[config.mk]
export PLATFORM = sky130hd
export DESIGN_NAME = fcr_router
export DESIGN_NICKNAME = d
export VERILOG_FILES = /design/src/verilog/fcr_pkg.sv /design/src/verilog/fcr_router.sv
export SDC_FILE = /design/constraint.sdc
export NUM_CORES = 2
export LEC_CHECK = 0
export BUFFER_PORTS_ARGS = -buffer_cell sky130_fd_sc_hd__buf_2
export CAP_MARGIN = 0
export CORE_MARGIN = 2
export CORE_UTILIZATION = 55
export CTS_CLUSTER_SIZE = 14
export DETAILED_ROUTE_END_ITERATION = 12
export PLACE_DENSITY = 0.71
export SYNTH_ARGS = -nofsm -noshare
export SYNTH_HDL_FRONTEND = slang
export SYNTH_SLANG_ARGS = --single-unit
[constraint.sdc]
create_clock -name i_clk -period 11 [get_ports i_clk]
set_clock_uncertainty 0.15 [all_clocks]
set_input_delay 0 -clock i_clk [delete_from_list [all_inputs] [get_ports i_clk]]
set_output_delay 0 -clock i_clk [all_outputs]
set_load 0.01 [all_outputs]
[src/verilog/fcr_pkg.sv]
// Constants for the FIFO / channel / slot router.
// Assumes an 8-bit register port and byte-wide slot and FIFO data.
package fcr_pkg;
	// Register addresses
	localparam logic [7:0] A_MODE = 8'h0D;
	localparam logic [7:0] A_FSEL = 8'h0F;
	localparam logic [7:0] A_SSEL = 8'h10;
	localparam logic [7:0] A_STAT = 8'h11;
	localparam logic [7:0] A_SLCFG = 8'hD0;
	localparam logic [7:0] A_MSK = 8'hF4;
	localparam logic [7:0] A_FCTL = 8'hFA;
	localparam logic [7:0] A_FILL = 8'hFB;
	localparam logic [7:0] A_ASG = 8'hFC;
	// Field positions
	localparam int FS_DIR = 0;
	localparam int FS_NUM = 1;
	localparam int FS_REV = 7;
	localparam int SS_DIR = 0;
	localparam int SS_NUM = 1;
	localparam int SC_DIR = 0;
	localparam int SC_NUM = 1;
	localparam int SC_RT = 6;
	localparam int AS_DIR = 0;
	localparam int AS_NUM = 1;
	localparam int FC_IFF = 0;
	localparam int FC_TRP = 1;
	localparam int FC_IRQ = 2;
	localparam int IRQ_W = 3;
	localparam int STAT_BUSY = 7;
	// Codes
	localparam logic [1:0] DF_CSM = 2'h1;
	localparam logic [1:0] RT_ONE = 2'h2;
	localparam logic [1:0] RT_TWO = 2'h3;
	// Reset and fill values
	localparam logic [7:0] IFF_FLAG = 8'h7E;
	localparam logic [7:0] IFF_ONES = 8'hFF;
	localparam logic [7:0] FILL_RST = 8'hFF;
	localparam logic [7:0] MSK_RST = 8'hFF;
	localparam logic [7:0] RD_NONE = 8'h00;
	localparam logic [4:0] BYTE_BITS = 5'h08;
	// Timing
	localparam int FRAME_NS = 125000;
	localparam int CLK_NS = 4;
endpackage

[src/verilog/fcr_router.sv]
// What this block does
// - PCM-to-PCM path uses channel store only
// - Two slots on one channel loop data
// - Fixed mode: FIFO n uses channel n
// - Mode field value 01 selects channel-select
// - Per-FIFO registers indexed by FIFO select
// - Channel-select: any FIFO to any channel
// - Several FIFOs may share one channel
// - Per-FIFO channel number and direction register
// - Slot-to-line path needs one enabled FIFO
// - Shared byte built from each FIFO's bits
// - Uncontributed bits taken from fill byte
// - Transparent FIFO moves one byte per frame
// - Framed FIFO rate follows contributed bit count
// - FIFO carries data only when enable nonzero
// - Optional reversed bit order per FIFO
// - Periodic event per transparent FIFO; end-of-frame event on transmit FIFOs only
// - Fill 0x7E between frames when cleared
// - Routing codes 10 and 11 pick lines
// Holds all router logic; outside FIFO memory answers within the cycle.
`timescale 1ns/1ns
module fcr_router #(
	parameter int NFIFO = 16,
	parameter int NSLOT = 32,
	parameter int NLINE = 4
) (
	input wire logic i_clk, // 250 MHz
	input wire logic i_resetn, // Async reset
	input wire logic [7:0] i_addr, // Register address
	input wire logic [7:0] i_wdata, // Write data
	input wire logic i_wr, // Write strobe
	input wire logic i_rd, // Read strobe
	output logic [7:0] o_rdata, // Read data, next cycle
	input wire logic [7:0] i_pcm_line_one, // Line one in
	output logic [7:0] o_pcm_line_one, // Line one out
	output logic o_pcm_line_one_oe, // Line one drive
	input wire logic [7:0] i_pcm_line_two, // Line two in
	output logic [7:0] o_pcm_line_two, // Line two out
	output logic o_pcm_line_two_oe, // Line two drive
	input wire logic [NLINE-1:0][7:0] i_line_rx, // Line chan in
	output logic [NLINE-1:0][7:0] o_line_tx, // Line chan out
	output logic [NLINE-1:0] o_line_tx_en, // Line chan live
	output logic o_fifo_tx_req, // Fetch byte
	output logic [$clog2(NFIFO):0] o_fifo_id, // {dir,num}
	input wire logic [7:0] i_fifo_tx_data, // Fetched byte
	input wire logic i_fifo_tx_avail, // Frame data ready
	input wire logic i_fifo_tx_last, // Last of frame
	output logic o_fifo_rx_valid, // Rx byte pulse
	output logic [7:0] o_fifo_rx_data, // Rx byte
	output logic [$clog2(NFIFO):0] o_fifo_rx_id, // Rx FIFO
	output logic o_fifo_event, // Event pulse
	output logic [$clog2(NFIFO):0] o_fifo_event_id // Event FIFO
);
	localparam int FW = $clog2(NFIFO);
	localparam int SW = $clog2(NSLOT);
	localparam int SLOT_CYC = fcr_pkg::FRAME_NS /
		(fcr_pkg::CLK_NS * NSLOT);
	localparam int DW = $clog2(SLOT_CYC);
	localparam logic [DW-1:0] DIV_END = DW'(SLOT_CYC - 1);
	localparam logic [FW:0] IDX_END = '1;

	typedef struct packed {
		logic [1:0] mode;
		logic [7:0] fsel, ssel, rd;
		logic [2*NFIFO-1:0][4:0] asg, fctl, cred;
		logic [2*NFIFO-1:0][7:0] fill, msk, st;
		logic [2*NFIFO-1:0] rev, tch, len;
		logic [2*NSLOT-1:0][7:0] slot;
		logic [DW-1:0] div;
		logic [SW-1:0] sl;
		logic busy, oe1, oe2, rxv, evt;
		logic [FW:0] idx, rxid, evid;
		logic [7:0] p1a, p1b, p2a, p2b, o1, o2, rxd;
		logic [NLINE-1:0][7:0] ltx;
		logic [NLINE-1:0] lten;
	} fcr_state_t;

	fcr_state_t r;
	fcr_state_t next_r;

	function automatic logic [7:0] fcr_rev(input logic [7:0] b);
		logic [7:0] o;
		o = '0;
		for (int i = 0; i < 8; i++) begin
			o[i] = b[7-i];
		end
		return o;
	endfunction

	function automatic logic [4:0] fcr_pop(input logic [7:0] b);
		logic [4:0] c;
		c = '0;
		for (int i = 0; i < 8; i++) begin
			c = c + 5'(b[i]);
		end
		return c;
	endfunction

	logic tick, channel_select_mode, en, trp, evt_en, move;
	logic [FW:0] fk, k, ch;
	logic [SW:0] si;
	logic [4:0] fl, cr;
	logic [7:0] dat, base, rsc, tsc, rxb;

	always_comb begin
		next_r = r;
		tick = (r.div == DIV_END);
		channel_select_mode = (r.mode == fcr_pkg::DF_CSM);
		fk = {r.fsel[fcr_pkg::FS_DIR], r.fsel[fcr_pkg::FS_NUM +: FW]};
		si = {r.ssel[fcr_pkg::SS_DIR], r.ssel[fcr_pkg::SS_NUM +: SW]};
		k = r.idx;
		fl = r.fctl[k];
		en = (fl[fcr_pkg::FC_IRQ +: fcr_pkg::IRQ_W] != '0);
		// Value 1 only enables; higher values also raise events
		evt_en = (fl[fcr_pkg::FC_IRQ +: fcr_pkg::IRQ_W] > 3'h1);
		trp = fl[fcr_pkg::FC_TRP];
		if (channel_select_mode) begin
			ch = {r.asg[k][fcr_pkg::AS_DIR],
				r.asg[k][fcr_pkg::AS_NUM +: FW]};
		end else begin
			ch = k;
		end
		cr = r.cred[k] + fcr_pop(r.msk[k]);
		move = trp || (cr >= fcr_pkg::BYTE_BITS);
		o_fifo_tx_req = r.busy && !k[FW] && en && move &&
			(trp || i_fifo_tx_avail);
		o_fifo_id = k;
		if (o_fifo_tx_req) begin
			dat = r.rev[k] ? fcr_rev(i_fifo_tx_data) :
				i_fifo_tx_data;
		end else if (fl[fcr_pkg::FC_IFF]) begin
			dat = fcr_pkg::IFF_ONES;
		end else begin
			dat = fcr_pkg::IFF_FLAG;
		end
		base = r.tch[ch] ? r.st[ch] : r.fill[k];
		rxb = r.st[ch] & r.msk[k];
		rsc = r.slot[{1'b1, r.sl}];
		tsc = r.slot[{1'b0, r.sl}];
		next_r.p1a = i_pcm_line_one;
		next_r.p1b = r.p1a;
		next_r.p2a = i_pcm_line_two;
		next_r.p2b = r.p2a;
		next_r.rd = fcr_pkg::RD_NONE;
		next_r.rxv = 1'b0;
		next_r.evt = 1'b0;
		next_r.div = tick ? '0 : r.div + 1'b1;

		if (i_wr) begin
			case (i_addr)
				fcr_pkg::A_MODE: begin
					next_r.mode = i_wdata[1:0];
				end
				fcr_pkg::A_FSEL: begin
					next_r.fsel = i_wdata;
					next_r.rev[{i_wdata[fcr_pkg::FS_DIR],
						i_wdata[fcr_pkg::FS_NUM +: FW]}] =
						i_wdata[fcr_pkg::FS_REV];
				end
				fcr_pkg::A_SSEL: begin
					next_r.ssel = i_wdata;
				end
				fcr_pkg::A_SLCFG: begin
					next_r.slot[si] = i_wdata;
				end
				fcr_pkg::A_MSK: begin
					next_r.msk[fk] = i_wdata;
				end
				fcr_pkg::A_FCTL: begin
					next_r.fctl[fk] = i_wdata[4:0];
				end
				fcr_pkg::A_FILL: begin
					next_r.fill[fk] = i_wdata;
				end
				fcr_pkg::A_ASG: begin
					next_r.asg[fk] = i_wdata[4:0];
				end
				default: begin
				end
			endcase
		end

		if (i_rd) begin
			case (i_addr)
				fcr_pkg::A_MODE: next_r.rd = 8'(r.mode);
				fcr_pkg::A_FSEL: next_r.rd = r.fsel;
				fcr_pkg::A_SSEL: next_r.rd = r.ssel;
				fcr_pkg::A_SLCFG: next_r.rd = r.slot[si];
				fcr_pkg::A_MSK: next_r.rd = r.msk[fk];
				fcr_pkg::A_FCTL: next_r.rd = 8'(r.fctl[fk]);
				fcr_pkg::A_FILL: next_r.rd = r.fill[fk];
				fcr_pkg::A_ASG: next_r.rd = 8'(r.asg[fk]);
				fcr_pkg::A_STAT: begin
					next_r.rd = 8'(r.sl);
					next_r.rd[fcr_pkg::STAT_BUSY] = r.busy;
				end
				default: next_r.rd = fcr_pkg::RD_NONE;
			endcase
		end

		// Slot side never touches a FIFO
		if (tick) begin
			next_r.sl = r.sl + 1'b1;
			next_r.oe1 = 1'b0;
			next_r.oe2 = 1'b0;
			if (rsc[fcr_pkg::SC_RT +: 2] == fcr_pkg::RT_ONE) begin
				next_r.st[{rsc[fcr_pkg::SC_DIR],
					rsc[fcr_pkg::SC_NUM +: FW]}] = r.p2b;
			end else if (rsc[fcr_pkg::SC_RT +: 2] == fcr_pkg::RT_TWO)
			begin
				next_r.st[{rsc[fcr_pkg::SC_DIR],
					rsc[fcr_pkg::SC_NUM +: FW]}] = r.p1b;
			end
			if (tsc[fcr_pkg::SC_RT +: 2] == fcr_pkg::RT_ONE) begin
				next_r.oe1 = 1'b1;
				next_r.o1 = r.st[{tsc[fcr_pkg::SC_DIR],
					tsc[fcr_pkg::SC_NUM +: FW]}];
			end else if (tsc[fcr_pkg::SC_RT +: 2] == fcr_pkg::RT_TWO)
			begin
				next_r.oe2 = 1'b1;
				next_r.o2 = r.st[{tsc[fcr_pkg::SC_DIR],
					tsc[fcr_pkg::SC_NUM +: FW]}];
			end
			if (r.sl == '0) begin
				// Line channels follow last frame's FIFO enables
				for (int c = 0; c < NLINE; c++) begin
					next_r.lten[c] = r.len[c];
					next_r.ltx[c] = r.len[c] ? r.st[c] :
						fcr_pkg::IFF_ONES;
					if (r.len[NFIFO+c]) begin
						next_r.st[NFIFO+c] = i_line_rx[c];
					end
				end
				next_r.len = '0;
				next_r.tch = '0;
				next_r.busy = 1'b1;
				next_r.idx = '0;
			end
		end

		// One FIFO per cycle; SLOT_CYC exceeds the pass length
		if (r.busy) begin
			next_r.idx = k + 1'b1;
			if (k == IDX_END) begin
				next_r.busy = 1'b0;
			end
			if (en) begin
				next_r.len[ch] = 1'b1;
				if (trp) begin
					next_r.cred[k] = '0;
				end else if (move) begin
					next_r.cred[k] = cr - fcr_pkg::BYTE_BITS;
				end else begin
					next_r.cred[k] = cr;
				end
				if (!k[FW]) begin
					next_r.st[ch] = (base & ~r.msk[k]) |
						(dat & r.msk[k]);
					next_r.tch[ch] = 1'b1;
					if (evt_en && (trp ? move :
						(o_fifo_tx_req && i_fifo_tx_last))) begin
						next_r.evt = 1'b1;
						next_r.evid = k;
					end
				end else if (move) begin
					next_r.rxv = 1'b1;
					next_r.rxd = r.rev[k] ? fcr_rev(rxb) : rxb;
					next_r.rxid = k;
					if (evt_en && trp) begin
						next_r.evt = 1'b1;
						next_r.evid = k;
					end
				end
			end
		end
	end

	always_ff @(posedge i_clk or negedge i_resetn) begin
		if (!i_resetn) begin
			r <= '0;
			r.fill <= {(2*NFIFO){fcr_pkg::FILL_RST}};
			r.msk <= {(2*NFIFO){fcr_pkg::MSK_RST}};
		end else begin
			r <= next_r;
		end
	end

	assign o_rdata = r.rd;
	assign o_pcm_line_one = r.o1;
	assign o_pcm_line_one_oe = r.oe1;
	assign o_pcm_line_two = r.o2;
	assign o_pcm_line_two_oe = r.oe2;
	assign o_line_tx = r.ltx;
	assign o_line_tx_en = r.lten;
	assign o_fifo_rx_valid = r.rxv;
	assign o_fifo_rx_data = r.rxd;
	assign o_fifo_rx_id = r.rxid;
	assign o_fifo_event = r.evt;
	assign o_fifo_event_id = r.evid;
endmodule

==> results.sh <==
export IMPL_setup_worst_path_class="flop to flop"
export IMPL_cp_slowest_cell="nand4_1"
export IMPL_p_sw_w=0.00378
export IMPL_wl_per_cell_um=34.0
export IMPL_fin_tns_setup_ps=0
export IMPL_pwr_share_clk_pct=48.2
export IMPL_postCtsSetupBuffers=0
export IMPL_initial_core_util_pct=55.5
export IMPL_slowest_delay_ps=900
export IMPL_leakagePower_nw=48.2
export IMPL_ff2ff_setup_slack_ps=1880
export IMPL_synthDistinctLibCells=91
export IMPL_crit_required_ps=11580
export IMPL_hp_class="input port to flop"
export IMPL_syn_inst=8259
export IMPL_cts_sinks=1985
export IMPL_critPathArrivalTime_ps=9700
export IMPL_drc=0
export IMPL_rr_endpoint="r[865]$_DFF_PN0_"
export IMPL_syn_nets=8357
export IMPL_p_total_w=0.0157
export IMPL_switching_share_pct=24.0
export IMPL_fillers=14600
export IMPL_async_flop_share_pct=100
export IMPL_die_area_mm2=0.195
export IMPL_grt_max_degree=177
export IMPL_fin_crit_ps=9120
export IMPL_pin_count=166
export IMPL_fp_dieW_um=442
export IMPL_r2r_start="o_fifo_id[0]$_DFFE_PN0P_"
export IMPL_cp_endpoint="r[865]$_DFF_PN0_"
export IMPL_cts_resized_gates=0
export IMPL_htreeDepth=4
export IMPL_setup_viol=0
export IMPL_critPathLaunchType="flop"
export IMPL_ys_warnings_count=0
export IMPL_rsz0062_at_grt="no"
export IMPL_port_buffers=165
export IMPL_synth_edff_count=0
export IMPL_place_inst=10400
export IMPL_peakVddDrop_mv=0.141
export IMPL_grt_pass1_wl_um=545000
export IMPL_hold_viol_final=0
export IMPL_dr_pass1_iters=9
export IMPL_combPwrFrac_pct=4.9
export IMPL_syn_area_per_cell_um2=12.8
export IMPL_nets=8306
export IMPL_core_mm2=0.190
export IMPL_vias_per_cell=7.29
export IMPL_dp_hpwl_um=244000
export IMPL_max_slew_margin_pct=4.83
export IMPL_wl_um=371000
export IMPL_cts_tree="yes"
export IMPL_antenna_found_initial=21
export IMPL_numCtsBuffers=211
export IMPL_crit_path_end_kind="flop"
export IMPL_cp_startpoint="o_fifo_id[0]$_DFFE_PN0P_"
export IMPL_netlist_area_mm2=0.106
export IMPL_p_int_w=0.0119
export IMPL_gp_congestion=1.06
export IMPL_vias=79600
export IMPL_fmax_ghz=0.110
export IMPL_slew_viol_final=0
export IMPL_synthTopCellsByArea="dfrtp_1 (35%), mux2_2 (17%), dfstp_2 (13%), mux4_2 (12%), mux2i_1 (2.9%)"
export IMPL_worstRegToRegCells=25
export IMPL_finalCritPeriodShare_pct=82.9
export IMPL_grtUsageTotal_pct=37.5
export IMPL_drv_cap=0
export IMPL_p_per_area_mw_per_mm2=135
export IMPL_yosysTopAreaCellShare_pct=34.9
export IMPL_clockBufferDepth=3
export IMPL_fin_ws_ps=1880
export IMPL_ys_ff_latch=1985
export IMPL_seq_power_share_pct=46.8
export IMPL_stdcell_count=10900
export IMPL_fp_row_count=160
export IMPL_insertion_delay_ps=890
export IMPL_clkTransAtPathRegs_ps=60
export IMPL_grt_pass1_vias=78800
export IMPL_syn_to_final_growth_pct=10.6
export IMPL_tightestPinTransition_ps=1420
export IMPL_layout_drive_gt1_share_pct=41.6
export IMPL_grt_ovfl_total=0
export IMPL_antenna_left=0
export IMPL_ys_seq_area_share_pct=47.7
export IMPL_root_buffer="clkbuf_16"
export IMPL_yosysTopAreaCell="dfrtp_1"
export IMPL_synth_ff_type="dfrtp_1"
export IMPL_fp_dieH_um=442
export IMPL_drt_iter0_markers=10700
export IMPL_status="finished clean"
export IMPL_crit_fanout=27
export IMPL_dp_slack_ps=2200
-- cell type report --
class	instances	area, um^2	share of cell area [%]
clock buffers	314	6220	5.33
well taps	2511	3140	2.69
clock inverters	85	1210	1.03
diodes	9	22.5	0.0193
flip-flops and latches	1985	50300	43.1
multi-input cells	5478	51900	44.4
inverters	31	116	0.0996
repair buffers	501	3890	3.33
-- power groups by stage --
stage / sequential, W / clock, W / combinational (W)
6_report: 0.00736 / 0.00758 / 0.000776
5_1_grt: 0.00736 / 0.00793 / 0.000814
4_1_cts: 0.00736 / 0.00762 / 0.000757
3_5_place_dp: 0.00748 / 0 / 0.000721
3_3_place_gp: 0.00748 / 0 / 0.000712
2_1_floorplan: 0.00747 / 0 / 0.000340
-- registers in the layout, indices dropped and copies added (netlist names) --
name / count
o_fifo_id: 5
next_r: 16
o_rdata: 8
o_pcm_line_two: 8
r: 1877
o_fifo_rx_id: 5
o_pcm_line_one: 8
o_pcm_line_one_oe: 1
o_line_tx_en: 4
o_pcm_line_two_oe: 1
o_fifo_rx_data: 8
o_fifo_event: 1
o_fifo_event_id: 5
fk: 5
o_line_tx: 32
o_fifo_rx_valid: 1
-- cell families (layout without fill, tap and decap cells) --
family	Yosys count	count (layout)	synth area share, %
buffers and inverters	796	931	3.46
muxes	2462	2462	31.9
DFF	1985	1985	47.7
and+or+nand+nor	1335	1335	5.96
other	0	9	0
AOI/OAI and AO/OA	1648	1648	10.7
adders and majority gates	20	20	0.273
xor gates and xnor gates	13	13	0.108
-- critical path, delay by kind of cell, from the launching register on --
| kind | cells | cell delay [ps] |
|---|---|---|
| XOR/XNOR | 1 | 100 |
| adder cells (fa/ha/maj) | 5 | 2240 |
| multiplexers | 1 | 580 |
| AND/OR/NAND/NOR | 6 | 2260 |
| flip-flops | 1 | 830 |
| buffers and inverters | 6 | 1050 |
| AO/OA/AOI/OAI | 6 | 1680 |
-- cell usage after synthesis (54+ instances only) --
| master | instances |
|---|---|
| buf_1 | 69 |
| a21oi_1 | 204 |
| o211ai_1 | 54 |
| buf_2 | 80 |
| dfstp_2 | 512 |
| mux4_2 | 560 |
| nand2_1 | 358 |
| mux2_2 | 1597 |
| nand3_1 | 60 |
| o22ai_1 | 181 |
| a31oi_1 | 77 |
| mux2i_1 | 305 |
| nor2b_1 | 105 |
| a211oi_1 | 67 |
| a22o_1 | 74 |
| dfrtp_1 | 1473 |
| o21ai_0 | 278 |
| o221ai_1 | 174 |
| nor2_1 | 454 |
| a221oi_1 | 66 |
| o21ai_1 | 63 |
| a22oi_1 | 313 |
| clkbuf_1 | 486 |
| nor3_1 | 103 |
| buf_4 | 109 |
-- cell usage in the layout (no fill, tap or decap), types with 105 or more instances in the layout --
cell type | netlist | layout
mux2_2 | 1597 | 1597
dfrtp_1 | 1473 | 1465
mux4_2 | 560 | 560
dfstp_2 | 512 | 512
nor2_1 | 454 | 448
nand2_1 | 358 | 356
a22oi_1 | 313 | 313
mux2i_1 | 305 | 302
o21ai_0 | 278 | 278
clkbuf_16 | 0 | 213
a21oi_1 | 204 | 202
buf_4 | 109 | 199
o22ai_1 | 181 | 180
o221ai_1 | 174 | 174
buf_2 | 80 | 156
dlygate4sd3_1 | 0 | 127
nor2b_1 | 105 | 105
-- metrics by stage --
| stage | instance area [um^2] | utilization (%) | hold WS [ps] |
|---|---|---|---|
| 2_1_floorplan | 106000 | - | -446 |
| 3_3_place_gp | 108000 | 56.8 | -40.7 |
| 3_5_place_dp | 108000 | 56.8 | -40.7 |
| 4_1_cts | 117000 | 61.3 | 6.84 |
| 5_1_grt | 117000 | 61.3 | 107 |
| 6_report | 117000 | 61.3 | 111 |
-- metal layers --
| metal | track usage, % | wire, um |
|---|---|---|
| met1 | 50.6 | 141000 |
| met2 | 54.5 | 162000 |
| met3 | 10.9 | 43600 |
| met4 | 20.7 | 24000 |
| met5 | 0 | 98 |
-- worst min-delay path by stage --
stage	start	to	slack (ps)	cells past startpoint
6_report	i_line_rx[12]	r[875]$_DFF_PN0_	110	6
5_1_grt	i_wdata[2]	r[1497]$_DFFE_PN1P_	110	3
4_1_cts	i_fifo_tx_data[2]	r[849]$_DFF_PN0_	7	7
3_5_place_dp	i_resetn	r[1546]$_DFFE_PN0P_	-40	1
3_3_place_gp	i_pcm_line_two[3]	next_r[63]$_DFF_PN0_	-40	1
2_1_floorplan	i_resetn	fk[0]$_DFFE_PN0P_	-450	0
-- repair_timing --
action                                  in CTS  in global routing
hold buffers                               128                  0
hold endpoints to repair                  1530                  0
endpoints found under the setup margin       0                  0
(Power assumes the default switching activity.)
